[config.mk]
export PLATFORM = sky130hd
export DESIGN_NAME = ifmc_ctrl
export DESIGN_NICKNAME = d
export VERILOG_FILES = /design/src/pkg/ifmc_pkg.sv /design/src/hw/ifmc_edge_det.sv /design/src/hw/ifmc_ctrl.sv
export SDC_FILE = /design/constraint.sdc
export NUM_CORES = 1
export LEC_CHECK = 0
export ABC_AREA = 0
export ABC_CLOCK_PERIOD_IN_PS = 3350
export BUFFER_PORTS_ARGS = -buffer_cell sky130_fd_sc_hd__clkbuf_2
export CAP_MARGIN = 20
export CORE_ASPECT_RATIO = 1.75
export CORE_UTILIZATION = 35
export CTS_CLUSTER_DIAMETER = 30
export DETAILED_ROUTE_END_ITERATION = 10
export GPL_TIMING_DRIVEN = 0
export PLACE_DENSITY = 0.65
export RECOVER_POWER = 50
export SYNTH_ARGS = -nofsm -noshare
export SYNTH_HDL_FRONTEND = slang
export SYNTH_SLANG_ARGS = --single-unit
[constraint.sdc]
create_clock -name clk_sys -period 3.35 [get_ports clk_sys]
set_input_delay 0.335 -clock clk_sys [delete_from_list [all_inputs] [get_ports clk_sys]]
set_output_delay 0.335 -clock clk_sys [all_outputs]
set_load 0.01 [all_outputs]
[src/pkg/ifmc_pkg.sv]
/*
 * Package for the interrupt flag and mask control block: register addresses,
 * reset values, bit positions, source indices and edge-select codes.
 * Assumes an 8-bit memory-mapped register port driven by the CPU core.
 */
//
// Contract
// - Flag sets on request or write one.
// - Request flag registers reset to zero.
// - Watchdog flag usable only in interval mode.
// - Pin output-mode level changes still set flags.
// - Acknowledge clears the source flag.
// - Mask zero allows, mask one blocks.
// - Mask registers reset to all ones.
// - Watchdog mask reads undefined in reset mode.
// - Two-bit edge select per external pin.
// - Edge select register resets to zero.
// - Vectored acknowledge saves status, clears enable.
// - Global enable set by write, instructions, restore.
// - Status word resets to 02 hex.
// - Key select: bit0 group, bits 4-7 single.
// - Key select register resets to zero.
// - Falling edge on selected key sets flag.
// - Selected key pull-up only in input mode.
// - Fixed priority, watchdog highest, key lowest.
// - Acknowledge needs flag, unmasked, global enable.
// - Watchdog mode 1 overflow is non-maskable.

package ifmc_pkg;

    // ------------------------------------------------------------------
    // Register addresses.
    // ------------------------------------------------------------------
    localparam logic [15:0] ADDR_REQ_LO   = 16'hffe0;
    localparam logic [15:0] ADDR_REQ_HI   = 16'hffe1;
    localparam logic [15:0] ADDR_MASK_LO  = 16'hffe4;
    localparam logic [15:0] ADDR_MASK_HI  = 16'hffe5;
    localparam logic [15:0] ADDR_EDGE_SEL = 16'hffec;
    localparam logic [15:0] ADDR_KEY_SEL  = 16'hfff5;

    // ------------------------------------------------------------------
    // Reset values.
    // ------------------------------------------------------------------
    localparam logic [7:0] RST_REQ   = 8'h00;
    localparam logic [7:0] RST_MASK  = 8'hff;
    localparam logic [7:0] RST_EDGE  = 8'h00;
    localparam logic [7:0] RST_KEY   = 8'h00;
    localparam logic [7:0] RST_PSW   = 8'h02;

    // ------------------------------------------------------------------
    // Bit positions.
    // ------------------------------------------------------------------
    localparam int PSW_IE_BIT    = 7;       // Global enable position in the status word.
    localparam int NUM_SRC       = 9;       // Maskable sources, priority order 0..8.
    localparam int KEY_GROUP_BIT = 0;       // Key pins 0..3 selected together.
    localparam int EDGE_LSB      = 2;       // Pin 0 edge field starts here.

    // Source indices, equal to priority.
    localparam int SRC_WDT = 0;
    localparam int SRC_P0  = 1;
    localparam int SRC_P1  = 2;
    localparam int SRC_P2  = 3;
    localparam int SRC_SRX = 4;
    localparam int SRC_STX = 5;
    localparam int SRC_T00 = 6;
    localparam int SRC_T20 = 7;
    localparam int SRC_KEY = 8;

    // Edge select codes.
    localparam logic [1:0] EDGE_FALL = 2'h0;
    localparam logic [1:0] EDGE_RISE = 2'h1;
    localparam logic [1:0] EDGE_BAD  = 2'h2;
    localparam logic [1:0] EDGE_BOTH = 2'h3;

    // Watchdog operating modes.
    typedef enum logic [1:0] {
        IFMC_WDT_INTERVAL,
        IFMC_WDT_RESET1,
        IFMC_WDT_RESET2
    } ifmc_wdt_mode_t;

endpackage : ifmc_pkg

[src/hw/ifmc_edge_det.sv]
/*
 * Pin synchroniser and edge detector for one external input.
 * Assumes an asynchronous pin; three flops, change taken when 2nd and 3rd agree.
 */
`timescale 1ns/10ps
`default_nettype none

module ifmc_edge_det
    import ifmc_pkg::*;
(
    // Clock and reset.
    input  wire logic       clk_sys,
    input  wire logic       reset,
    // Pin and selection.
    input  wire logic       pin_in,
    input  wire logic [1:0] edge_mode,
    // Detected event, one-cycle pulse.
    output logic            edge_hit
);

    logic       sync1_ff;   // First stage, read only by the second.
    logic       sync2_ff;   // Second stage.
    logic       sync3_ff;   // Third stage.
    logic       level_ff;   // Accepted level.
    logic       nxt_level;
    wire        agree;
    wire        rise;
    wire        fall;

    // ------------------------------------------------------------------
    // Synchroniser chain. Resets high, so an idle pulled-up pin gives no edge.
    // ------------------------------------------------------------------
    always_ff @(posedge clk_sys or posedge reset) begin
        if (reset) begin
            sync1_ff <= 1'b1;
            sync2_ff <= 1'b1;
            sync3_ff <= 1'b1;
            level_ff <= 1'b1;
        end else begin
            sync1_ff <= pin_in;
            sync2_ff <= sync1_ff;
            sync3_ff <= sync2_ff;
            level_ff <= nxt_level;
        end
    end

    // A change counts only when the last two stages agree.
    assign agree     = (sync2_ff == sync3_ff);
    assign nxt_level = agree ? sync3_ff : level_ff;
    assign rise      = agree && sync3_ff && !level_ff;
    assign fall      = agree && !sync3_ff && level_ff;

    // The prohibited code detects nothing.
    assign edge_hit = ((edge_mode == EDGE_FALL) && fall) ||
                      ((edge_mode == EDGE_RISE) && rise) ||
                      ((edge_mode == EDGE_BOTH) && (rise || fall));

endmodule : ifmc_edge_det

`default_nettype wire

[src/hw/ifmc_ctrl.sv]
/*
 * Interrupt flag, mask, edge-select and key-return control with the global
 * enable held in the program status word.
 * Assumes the CPU core accesses registers with single-cycle byte read and write
 * strobes, and pulses acknowledge, instruction and restore strobes itself.
 */
`timescale 1ns/10ps
`default_nettype none

module ifmc_ctrl
    import ifmc_pkg::*;
(
    // Clock and reset.
    input  wire logic                 clk_sys,
    input  wire logic                 reset,
    // Register port from the core.
    input  wire logic [15:0]          reg_addr,
    input  wire logic                 reg_wr,
    input  wire logic                 reg_rd,
    input  wire logic [7:0]           reg_wdata,
    output logic [7:0]                reg_rdata,
    output logic                      reg_hit,
    // Status word access from the core.
    input  wire logic                 psw_wr,
    input  wire logic [7:0]           psw_wdata,
    input  wire logic                 enable_irq_instr,
    input  wire logic                 disable_irq_instr,
    input  wire logic                 return_from_irq,
    input  wire logic [7:0]           psw_restore,
    output logic [7:0]                psw_out,
    // Internal event sources, one-cycle pulses.
    input  wire logic                 watchdog_irq,
    input  wire ifmc_wdt_mode_t       wdt_mode,
    input  wire logic                 serial_rx_done_irq,
    input  wire logic                 three_wire_done_irq,
    input  wire logic                 serial_tx_done_irq,
    input  wire logic                 timer00_match_irq,
    input  wire logic                 timer20_match_irq,
    // External pins.
    input  wire logic [2:0]           ext_pin_in,
    input  wire logic [7:0]           key_pin_in,
    input  wire logic [7:0]           key_pin_out_mode,
    output logic [7:0]                key_pullup_en,
    // Request and acknowledge with the core.
    output logic                      irq_req,
    output logic [3:0]                irq_src,
    output logic                      nmi_req,
    input  wire logic                 irq_ack,
    input  wire logic                 nmi_ack
);

    // ------------------------------------------------------------------
    // State.
    // ------------------------------------------------------------------
    logic [NUM_SRC-1:0] flag_ff;        // Request flags, indexed by priority.
    logic [NUM_SRC-1:0] nxt_flag;
    logic [NUM_SRC-1:0] mask_ff;        // Mask flags, same index.
    logic [NUM_SRC-1:0] nxt_mask;
    logic [7:0]         edge_sel_ff;    // Edge select register.
    logic [7:0]         key_sel_ff;     // Key pin select register.
    logic [7:0]         psw_ff;         // Program status word.
    logic [7:0]         nxt_psw;
    logic               nmi_pend_ff;    // Pending non-maskable request.
    logic [7:0]         key_sync1_ff;   // Key synchroniser, first stage.
    logic [7:0]         key_sync2_ff;
    logic [7:0]         key_sync3_ff;
    logic [7:0]         key_lvl_ff;     // Accepted key levels.
    logic [7:0]         reg_rdata_ff;

    // ------------------------------------------------------------------
    // Address decode.
    // ------------------------------------------------------------------
    wire sel_req_lo  = (reg_addr == ADDR_REQ_LO);
    wire sel_req_hi  = (reg_addr == ADDR_REQ_HI);
    wire sel_mask_lo = (reg_addr == ADDR_MASK_LO);
    wire sel_mask_hi = (reg_addr == ADDR_MASK_HI);
    wire sel_edge    = (reg_addr == ADDR_EDGE_SEL);
    wire sel_key     = (reg_addr == ADDR_KEY_SEL);
    wire wdt_interval = (wdt_mode == IFMC_WDT_INTERVAL);
    wire wr_req_lo   = reg_wr && sel_req_lo;
    wire wr_req_hi   = reg_wr && sel_req_hi;
    wire wr_mask_lo  = reg_wr && sel_mask_lo;
    wire wr_mask_hi  = reg_wr && sel_mask_hi;

    assign reg_hit = sel_req_lo || sel_req_hi || sel_mask_lo ||
                     sel_mask_hi || sel_edge || sel_key;

    // ------------------------------------------------------------------
    // Register image from a byte write, indexed by source.
    // ------------------------------------------------------------------
    // Low byte carries sources 0..6 in bits 0..6; high byte has key at
    // bit 0 and timer 20 at bit 7.
    wire [NUM_SRC-1:0] wr_sel = {wr_req_hi, wr_req_hi, {7{wr_req_lo}}};
    wire [NUM_SRC-1:0] mk_sel = {wr_mask_hi, wr_mask_hi, {7{wr_mask_lo}}};
    wire [NUM_SRC-1:0] wr_val = {reg_wdata[0], reg_wdata[7], reg_wdata[6:0]};

    // ------------------------------------------------------------------
    // External pin edge detection.
    // ------------------------------------------------------------------
    // Pins in port output mode still feed the detector, so driving the pin
    // sets its flag; software masks first.
    wire [2:0] pin_hit;
    genvar gi;
    generate
        for (gi = 0; gi < 3; gi++) begin : g_pin
            ifmc_edge_det u_det (
                .clk_sys   (clk_sys),
                .reset     (reset),
                .pin_in    (ext_pin_in[gi]),
                .edge_mode (edge_sel_ff[EDGE_LSB+2*gi +: 2]),
                .edge_hit  (pin_hit[gi])
            );
        end
    endgenerate

    // ------------------------------------------------------------------
    // Key return detection.
    // ------------------------------------------------------------------
    // Bit 0 enables key pins 0..3 as a group, bits 4..7 one pin each.
    wire [7:0] key_en = {key_sel_ff[7:4], {4{key_sel_ff[KEY_GROUP_BIT]}}};
    wire [7:0] key_agree = ~(key_sync2_ff ^ key_sync3_ff);
    wire [7:0] key_fall  = key_agree & ~key_sync3_ff & key_lvl_ff;
    wire [7:0] key_nxt_lvl = (key_agree & key_sync3_ff) | (~key_agree & key_lvl_ff);
    wire       key_hit   = |(key_fall & key_en);

    // Pull-up follows selection but never while the pin drives.
    assign key_pullup_en = key_en & ~key_pin_out_mode;

    // ------------------------------------------------------------------
    // Source events by priority index.
    // ------------------------------------------------------------------
    // The watchdog only raises a maskable flag in interval mode.
    wire wdt_mask_evt = watchdog_irq && wdt_interval;
    wire [NUM_SRC-1:0] src_evt = {key_hit, timer20_match_irq, timer00_match_irq,
                                  serial_tx_done_irq,
                                  serial_rx_done_irq || three_wire_done_irq,
                                  pin_hit, wdt_mask_evt};

    // ------------------------------------------------------------------
    // Priority selection.
    // ------------------------------------------------------------------
    wire [NUM_SRC-1:0] ready = flag_ff & ~mask_ff;
    logic [3:0] win_idx;
    logic       win_any;

    // Lowest index wins; scanning from the top lets lower indices override.
    always_comb begin
        win_idx = 4'h0;
        win_any = 1'b0;
        for (int i = NUM_SRC - 1; i >= 0; i--) begin
            if (ready[i]) begin
                win_idx = 4'(i);
                win_any = 1'b1;
            end
        end
    end

    // A maskable request is offered only with the global enable set.
    assign irq_req = win_any && psw_ff[PSW_IE_BIT];
    assign irq_src = win_idx;
    assign nmi_req = nmi_pend_ff;
    wire   take_irq = irq_req && irq_ack;

    // ------------------------------------------------------------------
    // Flag next state.
    // ------------------------------------------------------------------
    // Writes load the written bit and acknowledge clears; a hardware event in the same cycle wins.
    always_comb begin
        for (int i = 0; i < NUM_SRC; i++) begin
            nxt_flag[i] = flag_ff[i];
            if (wr_sel[i]) begin
                nxt_flag[i] = wr_val[i];
            end
            if (take_irq && (win_idx == 4'(i))) begin
                nxt_flag[i] = 1'b0;
            end
            if (src_evt[i]) begin
                nxt_flag[i] = 1'b1;
            end
        end
        // Outside interval mode the watchdog flag stays at zero.
        if (!wdt_interval) begin
            nxt_flag[SRC_WDT] = 1'b0;
        end
    end

    // ------------------------------------------------------------------
    // Mask next state.
    // ------------------------------------------------------------------
    always_comb begin
        for (int i = 0; i < NUM_SRC; i++) begin
            nxt_mask[i] = mk_sel[i] ? wr_val[i] : mask_ff[i];
        end
    end

    // ------------------------------------------------------------------
    // Status word next state.
    // ------------------------------------------------------------------
    // Restore overrides write and instructions; acknowledge has the last word and must leave IE clear.
    always_comb begin
        nxt_psw = psw_ff;
        if (psw_wr) begin
            nxt_psw = psw_wdata;
        end
        if (enable_irq_instr) begin
            nxt_psw[PSW_IE_BIT] = 1'b1;
        end
        if (disable_irq_instr) begin
            nxt_psw[PSW_IE_BIT] = 1'b0;
        end
        if (return_from_irq) begin
            nxt_psw = psw_restore;
        end
        if (take_irq || (nmi_ack && nmi_pend_ff)) begin
            nxt_psw[PSW_IE_BIT] = 1'b0;
        end
    end

    // The core stacks this word before the acknowledge clears IE.
    assign psw_out = psw_ff;

    // ------------------------------------------------------------------
    // Registers.
    // ------------------------------------------------------------------
    always_ff @(posedge clk_sys or posedge reset) begin
        if (reset) begin
            flag_ff     <= '0;
            mask_ff     <= '1;
            edge_sel_ff <= RST_EDGE;
            key_sel_ff  <= RST_KEY;
            psw_ff      <= RST_PSW;
        end else begin
            flag_ff     <= nxt_flag;
            mask_ff     <= nxt_mask;
            psw_ff      <= nxt_psw;
            if (reg_wr && sel_edge) begin
                edge_sel_ff <= reg_wdata;
            end
            if (reg_wr && sel_key) begin
                key_sel_ff <= reg_wdata;
            end
        end
    end

    // Non-maskable watchdog request bypasses masks, enable and priority.
    always_ff @(posedge clk_sys or posedge reset) begin
        if (reset) begin
            nmi_pend_ff <= 1'b0;
        end else if (watchdog_irq && (wdt_mode == IFMC_WDT_RESET1)) begin
            nmi_pend_ff <= 1'b1;
        end else if (nmi_ack) begin
            nmi_pend_ff <= 1'b0;
        end
    end

    // Key synchroniser; idle pulled-up keys reset high.
    always_ff @(posedge clk_sys or posedge reset) begin
        if (reset) begin
            key_sync1_ff <= 8'hff;
            key_sync2_ff <= 8'hff;
            key_sync3_ff <= 8'hff;
            key_lvl_ff   <= 8'hff;
        end else begin
            key_sync1_ff <= key_pin_in;
            key_sync2_ff <= key_sync1_ff;
            key_sync3_ff <= key_sync2_ff;
            key_lvl_ff   <= key_nxt_lvl;
        end
    end

    // ------------------------------------------------------------------
    // Read data, registered one cycle after the read strobe.
    // ------------------------------------------------------------------
    // Reserved flag bits read zero, reserved mask bits read one. The watchdog
    // mask reads one in reset modes, an allowed value where it is undefined.
    wire [7:0] rd_req_lo  = {1'b0, flag_ff[6:0]};
    wire [7:0] rd_req_hi  = {flag_ff[SRC_T20], 6'h00, flag_ff[SRC_KEY]};
    wire [7:0] rd_mask_lo = {1'b1, mask_ff[6:1], mask_ff[SRC_WDT] | ~wdt_interval};
    wire [7:0] rd_mask_hi = {mask_ff[SRC_T20], 6'h3f, mask_ff[SRC_KEY]};
    wire [7:0] rd_mux = sel_req_lo  ? rd_req_lo  :
                        sel_req_hi  ? rd_req_hi  :
                        sel_mask_lo ? rd_mask_lo :
                        sel_mask_hi ? rd_mask_hi :
                        sel_edge    ? edge_sel_ff :
                        sel_key     ? key_sel_ff : 8'h00;

    always_ff @(posedge clk_sys or posedge reset) begin
        if (reset) begin
            reg_rdata_ff <= 8'h00;
        end else if (reg_rd) begin
            reg_rdata_ff <= rd_mux;
        end
    end

    assign reg_rdata = reg_rdata_ff;

endmodule : ifmc_ctrl

`default_nettype wire

==> impl_results.md <==
* Status: complete, no violations
* Initial drt markers at 175
* CTS Buffer Depth at 2
* Syn_nets at just over 500
* DR WL/cell at between 15 and 20 um
* Commonest non-fill, non-tap cell in the layout: clkbuf_2
* Total Routing Usage GR at 0.1823
* Share of cells above drive strength 1 at 0.3556
* Max IR drop VDD at 0.0002589 V
* Worst hold path class: in -> reg
* Critical path required time at 3.01 ns
* Hold Vio Cnt, Final at 0
* Reg2reg setup slack at 1.55 ns
* Synthesized area at 0.004486 sq mm
* Post-synthesis cell type count at 47
* Worst R2R End: psw_out[7]
* RSZ-0062 raised after global routing: no
* Placer Congestion at 0.8408
* CP Class: reg -> out
* Htree depth at 3
* Die W at about 88 um
* Fmax at 395.5 MHz
* Avg Cell Area, Syn at 10.78 sq um
* Commonest cells after routing, fill and taps aside: clkbuf_2, dfstp_2, dfrtp_1, nand2_1, inv_1
* #FFs+latches synth at 95
* Antenna diodes at 0
* Chip height at 151.8 um
* Core Rows at 54
* CP endpoint kind: output pin
* CTS Buf Count at 9
* PostCTS Resize Cnt at 0
* Initial Utilization at 0.3589
* Clock Root Buffer: clkbuf_16
* Global-route wire length before repair at between 15 and 20 mm
* Placed cell area at 0.005256 sq mm
* Area growth, synth to finish at 23.38%
* Final setup viols at 0
* 1st-pass router iterations at 4
* Slew Viols, Final at 0
* Antenna violations before repair at 0
* # IOs at ~110
* Final min period at 2.529 ns
* HP Start: key_pin_in[0]
* Clk_skew at 0.008189 ns
* CTS tree: done
* Crit path DAT at 2.19 ns
* Setup Buffers After CTS at 0
* Startpoint Class: register
* Hold buffers post-CTS at 1
* Warnings from Yosys at 0
* Register area share after synthesis at 0.5450
* Syn Inst Count at 416
* Via count at 3570
* Core Area at 0.01250 sq mm
* Total power per unit cell area at ~470 mW/mm^2
* Slew @ Worst Pin at 1.063 ns
* Max-Cap Viols at 0
* Reg clk slew, reported paths at 0.07 ns
* CP Max Fanout at 7
* GRT Residual Overflow at 0
* Worst reg2reg startpoint: mask_ff[3]
* Routed wire length at roughly 11 mm
* Leak at around 2.6 nW
* Post-route ant nets at 0
* Clock Latency Late Sink at 0.35 ns
* Finished layout cell area at 0.005534 sq mm
* Estimated wirelength of the detail-placed design at 8.582 mm
* Die Area at 0.01329 sq mm
* DRC Markers at 0
* Worst Hold Endpoint: key_sync1_ff[0]
* Drt via density at 5.042
* Vias in the first global route at 3755
* Largest net degree at the start of global routing at 74
* Hold Crit Depth at 1
* Fin crit share at 0.7548
* Nets at 626
* Input/output buffers at 106
* FF-to-FF path depth at 5
* Relative slew slack at 0.2877
* Total power at 2.601 mW
* CTS sink cnt at 95
-- area by class of cell --
type,count,area (sq um)
inverters,37,140.1
multi-input cells,273,1857
repair buffers,108,553.0
well taps,168,210.2
plain buffers,11,42.54
clock buffers,9,225.2
clock inverters,7,61.31
fillers,1207,6965
flip-flops and latches,95,2445
-- where the power goes --
part | internal [mW] | switching, mW
registers | 1.24 | 0.0442
logic | 0.125 | 0.196
clock network | 0.519 | 0.474
-- synthesized netlist by cell type, drive strengths merged --
cell     number  area (sq um)
a211oi        2         15.01
a21o          8         60.06
a21oi        21         105.1
a221oi        2         17.52
a22oi         2         15.01
a31oi         3         18.77
a32o          1         10.01
a32oi         1         8.760
a41o          1         10.01
and2          1         6.260
and3          4         26.28
and3b         2         17.52
and4          2         18.77
and4b         1         11.26
buf           3         15.01
clkbuf        8         30.03
dfrtp        41          1026
dfstp        54          1419
ha           14         175.2
inv          37         138.9
mux2         25         285.3
mux2i        13         130.1
nand2        38         157.7
nand2b       15         93.84
nand3         9         45.04
nand4         6         37.54
nor2         21         81.33
nor2b        18         112.6
nor3         10         55.05
nor4          5         46.29
nor4b         2         17.52
o2111ai       1         8.760
o211ai        2         15.01
o21a          1         7.510
o21ai        30         150.1
o22ai         3         18.77
o31a          1         8.760
o32ai         6         52.55
or2           1         6.260
or4           1         11.26
-- critical path, cell delays in order (launching register included) --
cell and delay, ns:
dfstp_2 0.56, nor2b_1 0.06, nor2_1 0.33, nand4_1 0.19, nor4b_1 0.48, clkbuf_2 0.23
-- flip-flops by register name (all words and copies together) (netlist names), named ones only --
name                  cells
flag_ff                   9
mask_ff                   9
edge_sel_ff               8
key_sel_ff                8
key_sync1_ff              8
key_sync2_ff              8
key_sync3_ff              8
psw_out                   8
reg_rdata                 8
g_pin.u_det.level_ff      3
g_pin.u_det.sync1_ff      3
g_pin.u_det.sync2_ff      3
g_pin.u_det.sync3_ff      3
nmi_req                   1
-- through the flow --
| stage | TNS, ns | setup WS [ns] | hold slack [ns] | utilization | std cells |
|---|---|---|---|---|---|
| 2_1_floorplan | 0 | 0.6273 | 0.3395 | - | 416 |
| 3_3_place_gp | -17.51 | -0.4366 | 0.3459 | 0.4181 | 690 |
| 3_5_place_dp | 0 | 1.128 | 0.3083 | 0.4205 | 691 |
| 4_1_cts | 0 | 0.8553 | 0.04746 | 0.4442 | 708 |
| 5_1_grt | 0 | 0.7460 | 0.04473 | 0.4427 | 708 |
| 6_report | 0 | 0.8214 | 0.05808 | 0.4427 | 708 |
-- worst max path at each step --
stage | depth (start not counted) | from | endpoint
after floorplan | 1 | reset | edge_sel_ff[0]
after global placement | 2 | reset | key_sel_ff[6]
after detailed placement | 5 | reg_addr[2] | edge_sel_ff[1]
after CTS | 5 | mask_ff[3] | irq_src[3]
after global routing | 5 | mask_ff[3] | irq_src[3]
final | 5 | mask_ff[3] | irq_src[3]
-- logic make-up after synthesis --
kind of cell             count (synthesis)  synth area share
adder cells (fa/ha/maj)                 14           0.03905
multiplexers                            38           0.09261
flip-flops                              95            0.5450
AO/OA/AOI/OAI                           85            0.1163
AND/OR/NAND/NOR                        136            0.1660
buffers and inverters                   48           0.04100
-- per-layer routing --
layer | track usage | vias to the layer above | share of wire
met5 | 0 | - | 0
met4 | 0.1213 | 0 | 0.050
met3 | 0.03900 | 39 | 0.043
met2 | 0.3203 | 104 | 0.54
met1 | 0.1926 | 1731 | 0.37
li1 | - | 1696 | -
(Power assumes the default switching activity.)
